<file path="config.mk">
export PLATFORM = sky130hd
export DESIGN_NAME = rtcd_top
export DESIGN_NICKNAME = d
export VERILOG_FILES = /design/src/rtl/rtcd_pkg.sv /design/src/rtl/rtcd_stage.sv /design/src/rtl/rtcd_top.sv
export SDC_FILE = /design/constraint.sdc
export NUM_CORES = 1
export LEC_CHECK = 0
export CAP_MARGIN = 30
export CORE_ASPECT_RATIO = 0.9
export CORE_UTILIZATION = 45
export CTS_BUF_LIST = sky130_fd_sc_hd__clkbuf_16
export CTS_CLUSTER_SIZE = 16
export DETAILED_ROUTE_END_ITERATION = 16
export DONT_BUFFER_PORTS = 1
export GPL_TIMING_DRIVEN = 0
export SLEW_MARGIN = 20
export SYNTH_ARGS = -nofsm -noshare
export SYNTH_HDL_FRONTEND = slang
export SYNTH_HIERARCHICAL = 1
export SYNTH_SLANG_ARGS = --single-unit
export TNS_END_PERCENT = 20
</file>
<file path="constraint.sdc">
create_clock -name ref_clk -period 2.01 [get_ports ref_clk]
set_input_delay 0.402 -clock ref_clk [delete_from_list [all_inputs] [get_ports ref_clk]]
set_output_delay 0.402 -clock ref_clk [all_outputs]
set_load 0.02 [all_outputs]
</file>
<file path="src/rtl/rtcd_pkg.sv">
package rtcd_pkg;

  // ----------------------------------------------------------------------
  // Chain geometry
  // ----------------------------------------------------------------------
  localparam int PRE_W  = 16;          // Prescale timer width
  localparam int SUB0_W = 10;          // Lowest sub-timer
  localparam int SUB1_W = 6;
  localparam int SUB2_W = 6;
  localparam int SUB3_W = 10;          // Highest sub-timer
  localparam int CNT_W  = 32;          // Whole count
  localparam int DIV_A  = 32;          // First divider ratio
  localparam int DIV_B  = 8;           // Second divider ratio
  localparam int DIV_W  = 5;           // Divide-by-32 counter width
  localparam int STG_N  = 5;           // Number of timer stages

  // ----------------------------------------------------------------------
  // Reset values (power reset only)
  // ----------------------------------------------------------------------
  localparam logic [PRE_W-1:0] PRE_RST = 16'h0000;
  localparam logic [CNT_W-1:0] CNT_RST = 32'h0000_0000;

  // ----------------------------------------------------------------------
  // Carriers
  // ----------------------------------------------------------------------
  typedef struct packed {
    logic             ext_sel;         // 1: external pin clock
    logic             div32_en;        // Divide by 32 in path
    logic             div8_en;         // Divide by 8 in path
    logic [PRE_W-1:0] pre_reload;      // Prescale timer reload
    logic [CNT_W-1:0] cnt_reload;      // Sub-timer reloads, packed
    logic             cnt_load;        // Pulse: load count
    logic [CNT_W-1:0] cnt_value;       // Value for cnt_load
  } rtcd_cfg_t;

  typedef enum logic [1:0] {
    ST_IDLE = 2'b01,
    ST_RUN  = 2'b10
  } rtcd_state_t;

endpackage : rtcd_pkg

</file>
<file path="src/rtl/rtcd_stage.sv">
`timescale 1ns/1ps
// ------------------------------------------------------------------------
// Reloadable up-counting stage
// ------------------------------------------------------------------------
module rtcd_stage #(
  parameter int W = 16
) (
  input  wire logic         ref_clk,   // System clock
  input  wire logic         nrst,      // Power reset, active low
  input  wire logic         tick,      // Count enable pulse
  input  wire logic [W-1:0] reload,    // Value taken on overflow
  input  wire logic         load,      // Software load pulse
  input  wire logic [W-1:0] load_val,  // Value for load
  output logic      [W-1:0] cnt,       // Current count
  output logic              ovf        // Overflow pulse to next stage
);

  logic [W-1:0] cnt_r, cnt_nxt;
  logic         ovf_r, ovf_nxt;

  // Count up; on overflow reload and pass one pulse onward
  always_comb
  begin
    cnt_nxt = cnt_r;
    ovf_nxt = 1'b0;
    if (load)
    begin
      cnt_nxt = load_val;
    end
    else if (tick)
    begin
      if (&cnt_r)
      begin
        cnt_nxt = reload;
        ovf_nxt = 1'b1;
      end
      else
      begin
        cnt_nxt = cnt_r + 1'b1;
      end
    end
  end

  // Registers cleared by power reset only
  always_ff @(posedge ref_clk or negedge nrst)
  begin
    if (!nrst)
    begin
      cnt_r <= '0;
      ovf_r <= 1'b0;
    end
    else
    begin
      cnt_r <= cnt_nxt;
      ovf_r <= ovf_nxt;
    end
  end

  assign cnt = cnt_r;
  assign ovf = ovf_r;

  // Overflow follows a tick at the all-ones count, with reload
  property p_stage_ovf;
    @(posedge ref_clk) disable iff (!nrst)
      (tick && !load && (&cnt_r)) |=> (ovf_r && cnt_r == $past(reload));
  endproperty
  a_stage_ovf: assert property (p_stage_ovf)
    else $error("stage missed overflow reload");

  property p_stage_up;
    @(posedge ref_clk) disable iff (!nrst)
      (tick && !load && !(&cnt_r)) |=> (cnt_r == $past(cnt_r) + 1'b1);
  endproperty
  a_stage_up: assert property (p_stage_up)
    else $error("stage did not count up");

  property p_stage_hold;
    @(posedge ref_clk) disable iff (!nrst)
      (!tick && !load) |=> ($stable(cnt_r) && !ovf_r);
  endproperty
  a_stage_hold: assert property (p_stage_hold)
    else $error("stage moved without tick");

endmodule : rtcd_stage

</file>
<file path="src/rtl/rtcd_top.sv">
`timescale 1ns/1ps
module rtcd_top (
  input  wire logic              ref_clk,         // 50 MHz system clock
  input  wire logic              nrst,            // Power reset, active low
  input  wire logic              int_tick,        // Internal source pulse
  input  wire logic              ext_clk_pin,     // External clock pin
  input  wire rtcd_pkg::rtcd_cfg_t cfg,           // Configuration
  output logic [15:0]            count_high_word, // Upper count word
  output logic [15:0]            count_low_word,  // Lower count word
  output logic [15:0]            prescale_timer,  // Prescale timer value
  output logic [rtcd_pkg::STG_N-1:0] stage_req,   // Per-stage requests
  output logic                   common_req       // Merged request
);

  // ----------------------------------------------------------------------
  // Pin synchroniser and edge detect
  // ----------------------------------------------------------------------
  logic [2:0] pin_sync_r, pin_sync_nxt;
  logic       pin_lvl_r, pin_lvl_nxt;
  logic       ext_rise;

  // Three flops; a new level counts once second and third agree
  always_comb
  begin
    pin_sync_nxt = {pin_sync_r[1:0], ext_clk_pin};
    pin_lvl_nxt  = (^pin_sync_r[2:1]) ? pin_lvl_r : pin_sync_r[2];
    ext_rise     = pin_lvl_nxt & ~pin_lvl_r;
  end

  always_ff @(posedge ref_clk or negedge nrst)
  begin
    if (!nrst)
    begin
      pin_sync_r <= 3'h0;
      pin_lvl_r  <= 1'b0;
    end
    else
    begin
      pin_sync_r <= pin_sync_nxt;
      pin_lvl_r  <= pin_lvl_nxt;
    end
  end

  // ----------------------------------------------------------------------
  // Source select and fixed dividers
  // ----------------------------------------------------------------------
  logic                          src_tick;
  logic [rtcd_pkg::DIV_W-1:0]    div32_r, div32_nxt;
  logic [2:0]                    div8_r, div8_nxt;
  logic                          t32, t8;
  rtcd_pkg::rtcd_state_t         st_r, st_nxt;

  assign src_tick = cfg.ext_sel ? ext_rise : int_tick;

  function automatic logic wrap(input logic [4:0] v, input logic [4:0] m);
    wrap = (v == m);
  endfunction : wrap

  // Divider counters; a bypassed divider passes its input straight on
  always_comb
  begin
    div32_nxt = div32_r;
    div8_nxt  = div8_r;
    t32       = src_tick;
    t8        = 1'b0;
    st_nxt    = st_r;
    case (st_r)
      rtcd_pkg::ST_IDLE: if (src_tick) st_nxt = rtcd_pkg::ST_RUN;
      rtcd_pkg::ST_RUN:  st_nxt = rtcd_pkg::ST_RUN;
      default:           st_nxt = rtcd_pkg::ST_IDLE;
    endcase
    if (cfg.div32_en)
    begin
      t32 = 1'b0;
      if (src_tick)
      begin
        t32 = wrap(div32_r, 5'(rtcd_pkg::DIV_A - 1));
        div32_nxt = t32 ? 5'h00 : div32_r + 5'h01;
      end
    end
    t8 = t32;
    if (cfg.div8_en)
    begin
      t8 = 1'b0;
      if (t32)
      begin
        t8 = wrap({2'h0, div8_r}, 5'(rtcd_pkg::DIV_B - 1));
        div8_nxt = t8 ? 3'h0 : div8_r + 3'h1;
      end
    end
  end

  always_ff @(posedge ref_clk or negedge nrst)
  begin
    if (!nrst)
    begin
      div32_r <= 5'h00;
      div8_r  <= 3'h0;
      st_r    <= rtcd_pkg::ST_IDLE;
    end
    else
    begin
      div32_r <= div32_nxt;
      div8_r  <= div8_nxt;
      st_r    <= st_nxt;
    end
  end

  // ----------------------------------------------------------------------
  // Timer chain
  // ----------------------------------------------------------------------
  logic [15:0] pre_cnt;
  logic [9:0]  s0_cnt, s3_cnt;
  logic [5:0]  s1_cnt, s2_cnt;
  logic [4:0]  ovf;
  logic [31:0] rl, lv;

  assign rl = cfg.cnt_reload;
  assign lv = cfg.cnt_value;

  // Prescale timer then four sub-timers, each fed by the one below
  rtcd_stage #(.W(rtcd_pkg::PRE_W)) u_pre (
    .ref_clk  (ref_clk),
    .nrst     (nrst),
    .tick     (t8),
    .reload   (cfg.pre_reload),
    .load     (1'b0),
    .load_val (rtcd_pkg::PRE_RST),
    .cnt      (pre_cnt),
    .ovf      (ovf[0])
  );
  rtcd_stage #(.W(rtcd_pkg::SUB0_W)) u_s0 (
    .ref_clk  (ref_clk),
    .nrst     (nrst),
    .tick     (ovf[0]),
    .reload   (rl[9:0]),
    .load     (cfg.cnt_load),
    .load_val (lv[9:0]),
    .cnt      (s0_cnt),
    .ovf      (ovf[1])
  );
  rtcd_stage #(.W(rtcd_pkg::SUB1_W)) u_s1 (
    .ref_clk  (ref_clk),
    .nrst     (nrst),
    .tick     (ovf[1]),
    .reload   (rl[15:10]),
    .load     (cfg.cnt_load),
    .load_val (lv[15:10]),
    .cnt      (s1_cnt),
    .ovf      (ovf[2])
  );
  rtcd_stage #(.W(rtcd_pkg::SUB2_W)) u_s2 (
    .ref_clk  (ref_clk),
    .nrst     (nrst),
    .tick     (ovf[2]),
    .reload   (rl[21:16]),
    .load     (cfg.cnt_load),
    .load_val (lv[21:16]),
    .cnt      (s2_cnt),
    .ovf      (ovf[3])
  );
  rtcd_stage #(.W(rtcd_pkg::SUB3_W)) u_s3 (
    .ref_clk  (ref_clk),
    .nrst     (nrst),
    .tick     (ovf[3]),
    .reload   (rl[31:22]),
    .load     (cfg.cnt_load),
    .load_val (lv[31:22]),
    .cnt      (s3_cnt),
    .ovf      (ovf[4])
  );

  // ----------------------------------------------------------------------
  // Output registers
  // ----------------------------------------------------------------------
  logic [31:0] cnt_r, cnt_nxt;
  logic [15:0] pre_r, pre_nxt;
  logic [4:0]  req_r, req_nxt;
  logic        com_r, com_nxt;

  // Register count words, requests and merged request
  always_comb
  begin
    cnt_nxt = {s3_cnt, s2_cnt, s1_cnt, s0_cnt};
    pre_nxt = pre_cnt;
    req_nxt = ovf;
    com_nxt = |ovf;
  end

  always_ff @(posedge ref_clk or negedge nrst)
  begin
    if (!nrst)
    begin
      cnt_r <= rtcd_pkg::CNT_RST;
      pre_r <= rtcd_pkg::PRE_RST;
      req_r <= 5'h00;
      com_r <= 1'b0;
    end
    else
    begin
      cnt_r <= cnt_nxt;
      pre_r <= pre_nxt;
      req_r <= req_nxt;
      com_r <= com_nxt;
    end
  end

  assign count_high_word = cnt_r[31:16];
  assign count_low_word  = cnt_r[15:0];
  assign prescale_timer  = pre_r;
  assign stage_req       = req_r;
  assign common_req      = com_r;

  // ----------------------------------------------------------------------
  // Assertions
  // ----------------------------------------------------------------------
  property p_src_ext;
    @(posedge ref_clk) disable iff (!nrst)
      (cfg.ext_sel && !cfg.div32_en && !cfg.div8_en && ext_rise) |-> t8;
  endproperty
  a_src_ext: assert property (p_src_ext)
    else $error("pin edge not passed on");

  property p_div32;
    @(posedge ref_clk) disable iff (!nrst)
      (cfg.div32_en && src_tick && div32_r != 5'(rtcd_pkg::DIV_A - 1)) |-> !t32;
  endproperty
  a_div32: assert property (p_div32)
    else $error("divide by 32 ticked early");

  property p_div8;
    @(posedge ref_clk) disable iff (!nrst)
      (cfg.div8_en && t32 && div8_r == 3'(rtcd_pkg::DIV_B - 1)) |-> t8;
  endproperty
  a_div8: assert property (p_div8)
    else $error("divide by 8 missed tick");

  property p_pre_feed;
    @(posedge ref_clk) disable iff (!nrst)
      (t8 && pre_cnt == 16'hFFFF) |=> ovf[0] ##1 (s0_cnt != $past(s0_cnt));
  endproperty
  a_pre_feed: assert property (p_pre_feed)
    else $error("prescale timer did not feed chain");

  property p_words;
    @(posedge ref_clk) disable iff (!nrst)
      1'b1 |=> {count_high_word, count_low_word}
               == $past({s3_cnt, s2_cnt, s1_cnt, s0_cnt});
  endproperty
  a_words: assert property (p_words)
    else $error("count words mismatch");

  property p_req;
    @(posedge ref_clk) disable iff (!nrst)
      ovf[2] |=> stage_req[2] && common_req;
  endproperty
  a_req: assert property (p_req)
    else $error("stage request missing");

  property p_common;
    @(posedge ref_clk) disable iff (!nrst)
      common_req |-> (stage_req != 5'h00);
  endproperty
  a_common: assert property (p_common)
    else $error("common request without source");

  property p_up;
    @(posedge ref_clk) disable iff (!nrst)
      (t8 && pre_cnt != 16'hFFFF) |=> ##1 (prescale_timer
        == $past(pre_cnt, 2) + 16'h0001);
  endproperty
  a_up: assert property (p_up)
    else $error("prescale timer not counting up");

  property p_idle_quiet;
    @(posedge ref_clk) disable iff (!nrst)
      (st_r == rtcd_pkg::ST_IDLE) |-> (ovf == 5'h00);
  endproperty
  a_idle_quiet: assert property (p_idle_quiet)
    else $error("overflow before first source tick");

  c_ext: cover property (@(posedge ref_clk) cfg.ext_sel && t8);
  c_s0: cover property (@(posedge ref_clk) ovf[1]);
  c_both: cover property (@(posedge ref_clk)
    cfg.div32_en && cfg.div8_en && t8);
  c_load: cover property (@(posedge ref_clk) cfg.cnt_load);

endmodule : rtcd_top
</file>
==> summary.md <==
| Metric | Value |
|---|---|
| Vias in the first global route | `4,180` |
| Synthesis-stage register bit count | `119` |
| Combinational share of power | `0.104` |
| Synth Flop Type | `dfrtp_1` |
| Vias/cell | `5.74` |
| Tmin final | `2.10 ns` |
| Most common cell after layout, fill and taps aside | `dfrtp_1` |
| Setup violators final | `11` |
| Post-Synth Simple-Gate Area | `0.205` |
| Commonest non-fill, non-tap cells in the layout | `119 x dfrtp_1, 46 x a21oi_1, 45 x nor2_1, 32 x nand2_1, 28 x nand3_1` |
| Fin. Hold Viols | `119` |
| ANT cells | `0` |
| Port buffer count | `0` |
| Maxcap violations | `0` |
| Row count | `38` |
| Die ar. | `13,000 sq um` |
| Synth Area in XOR/XNOR | `0.0232` |
| CTS Buf Count | `17` |
| CP Max Fanout | `6` |
| Initial Utilization | `0.465` |
| Outcome | `complete, but fails checks` |
| Die width | `120 microns` |
| Layout cells sized above 1 | `0.163` |
| CTS max path bufs | `2` |
| Unrepaired setup endpoints after global routing | `yes` |
| Initial antenna violation count | `0` |
| Clock sink total | `119` |
| Die height | `108 microns` |
| Worst slew pin tran | `0.533 ns` |
| Final cycle utilization of the critical path | `1.05` |
| Synthesized instance count | `533` |
| Clock root buffer | `clkbuf_16` |
| Switching share of power | `0.264` |
| CP endpoint kind | `register` |
| Antenna Violating Nets Remaining | `0` |
| Fin. max-slew vios | `0` |
| Final wirelength | `13.7 mm` |
| Final setup margin | `-0.0925 ns` |
| Nets@finish | `678` |
| R2R setup slack | `-0.09 ns` |
| DRT iter0 DRCs | `426` |
| WHS | `-0.313 ns` |
| HP Class | `input port to async pin` |
| Synth Area per Inst | `10.6 sq um` |
| Post-Synth Adder-Cell Area | `0.0216` |
| Clk pwr share | `0.430` |
| EDFF count, synth | `0` |
| Mux cell area share after synthesis | `0.0320` |
| Leak | `2.81 nW` |
| H-tree depth | `4` |
| Drt drc | `0` |
| GRT overflow | `0` |
| I/O pin count | `142` |
| Synth top area cells | `dfrtp_1 53%, a21oi_1 4.2%, nor2_1 3.0%, nor3b_1 2.5%, nand3_1 2.5%` |
| Per-cell routed wire length | `18.1 microns` |
| Maximum vdd drop | `0.518 mV` |
| Int Power | `4.81 mW` |
| First-pass GRT wire length | `22.0 mm` |
| DP Area | `5990 sq um` |
| Async SR Flop Fraction | `1.00` |
| Clk slew on worst S/H paths | `0.05 ns` |
| Synth Cell Area | `5660 sq um` |
| Sequential share of the synthesized area | `0.526` |
| Arr. time, crit path | `2.40 ns` |
| Distinct cells, synth | `65` |
| Worst rel slew slack | `0.644` |
| Setup TNS | `-0.562 ns` |
| Synth area leader | `dfrtp_1` |
| Pwr per Cell Area | `978 nW/um^2` |
| YS warnings | `6` |
| GRT Overall Usage | `0.220` |
| Dpl hpwl | `9.19 mm` |
| Critical path class | `register to register` |
| Core area | `12,200 sq um` |
| Worst-Skew Late Latency | `0.42 ns` |
| Top cell type's share of synthesized area | `0.526` |
| Final Wtd Congestion | `0.850` |
| TritonRoute pass-1 iters | `5` |
| Via count | `4,331` |
| Clock skew | `0.00761 ns` |
| Sw Pwr | `1.73 mW` |
| Area grow syn2layout | `18.0%` |
| Worst setup SP type | `register` |
| Required time worst endpoint | `2.31 ns` |
| Sequential Power Share | `0.466` |
| Design area | `6680 sq um` |
| CTS tree | `done` |
| Max Freq | `476 MHz` |
| Violated checks | `negative hold slack, negative setup slack` |
| Main combinational cell family by area after synthesis | `simple AND/OR/NAND/NOR gates` |
| Compound-cell area share of the yosys netlist | `0.161` |
| Largest net degree at the start of global routing | `120` |
| # hold bufs at CTS | `1` |
registers in the layout (all words and copies together) (netlist names), 3 cells and up:
name,count
cnt_r,32
prescale_timer,16
u_pre/cnt,16
u_s0/cnt,10
u_s3/cnt,10
u_s1/cnt,6
u_s2/cnt,6
div32_r,5
stage_req,5
div8_r,3
pin_sync_r,3
cells in the mapped netlist, drive strengths merged (9+ instances only):
master / number
and3: 13
nor3b: 19
a21oi: 48
buf: 9
nand2: 33
nand4: 13
xor2: 9
inv: 9
o31ai: 9
clkbuf: 11
o21ai: 24
dfrtp: 119
a31oi: 10
nand2b: 11
nand3: 32
nor3: 14
ha: 9
nor2: 45
final cells by class:
class                           count  area (sq um)
Inverter                            9          33.8
Multi-Input combinational cell    406          2690
Clock buffer                       17           425
Fill cell                        1102          5490
Clock inverter                     15           124
Sequential cell                   119          2980
Tap cell                          160           200
Timing Repair Buffer                8          66.3
Buffer                             20           171
metal layers:
metal | GRT usage | vias up | part of all wire
met5 | 0 | - | 0
met4 | 0.0776 | 0 | 0.012
met3 | 0.0744 | 11 | 0.075
met2 | 0.333 | 137 | 0.48
met1 | 0.295 | 2135 | 0.44
li1 | - | 2048 | -
worst max-delay path: stages, from the launching register on:
cell,delay (ns)
dfrtp_1,0.36
ha_2,0.18
and3_4,0.19
ha_4,0.15
nand2b_4,0.14
o21ai_4,0.05
a21oi_2,0.15
clkbuf_8,0.18
buf_6,0.12
nor2b_4,0.21
o21ai_1,0.09
a21oi_1,0.11
nor2_1,0.05
cells by family (layout without fill, tap and decap cells):
kind of cell,count (synthesis),after routing
simple gates,208,208
compound gates,135,135
other cells,1,22
xor+xnor,15,15
flops,119,119
mux,16,16
buf+inv,29,69
fa+ha+maj,10,10
power groups by stage:
| stage | Combinational, mW | Clock [mW] | Sequential [mW] |
|---|---|---|---|
| finish | 0.680 | 2.81 | 3.04 |
| global route | 0.770 | 2.99 | 3.09 |
| CTS | 0.670 | 2.87 | 3.04 |
| detailed placement | 0.615 | 0 | 3.08 |
| global placement | 0.585 | 0 | 3.07 |
| floorplan | 0.523 | 0 | 3.00 |
worst paths after layout:
path / startpoint / to / cells past startpoint
max: div32_r[0]$_DFFE_PN0P_ / u_pre/cnt[6]$_DFFE_PN0P_ / 12
max reg2reg: div32_r[0]$_DFFE_PN0P_ / u_pre/cnt[6]$_DFFE_PN0P_ / 12
min reg2reg: pin_sync_r[0]$_DFF_PN0_ / pin_sync_r[1]$_DFF_PN0_ / 0
min in group ref_clk: cfg[18] / u_s2/cnt[2]$_DFFE_PN0P_ / 2
max in group asynchronous: nrst / u_pre/cnt[11]$_DFFE_PN0P_ / 0
min: nrst / div32_r[1]$_DFFE_PN0P_ / 0
metrics by stage:
stage | hold slack, ns | setup slack, ns | std cells | util | power [mW]
floorplan | 0.106 | 0.0312 | 554 | - | 3.53
global placement | 0.109 | -0.440 | 714 | 0.492 | 3.66
detailed placement | 0.110 | -0.369 | 714 | 0.492 | 3.70
CTS | -0.336 | -0.155 | 753 | 0.547 | 6.59
global route | -0.337 | -0.222 | 754 | 0.549 | 6.84
finish | -0.313 | -0.0925 | 754 | 0.549 | 6.54
repair_timing:
action                                  4_1_cts  5_1_grt
endpoints found under the setup margin       17       16
endpoints found under the hold margin       120      119
setup buffers                                 6        1
gates resized for setup                      17        5
pin swaps                                     6        5
(Power assumes the default switching activity.)
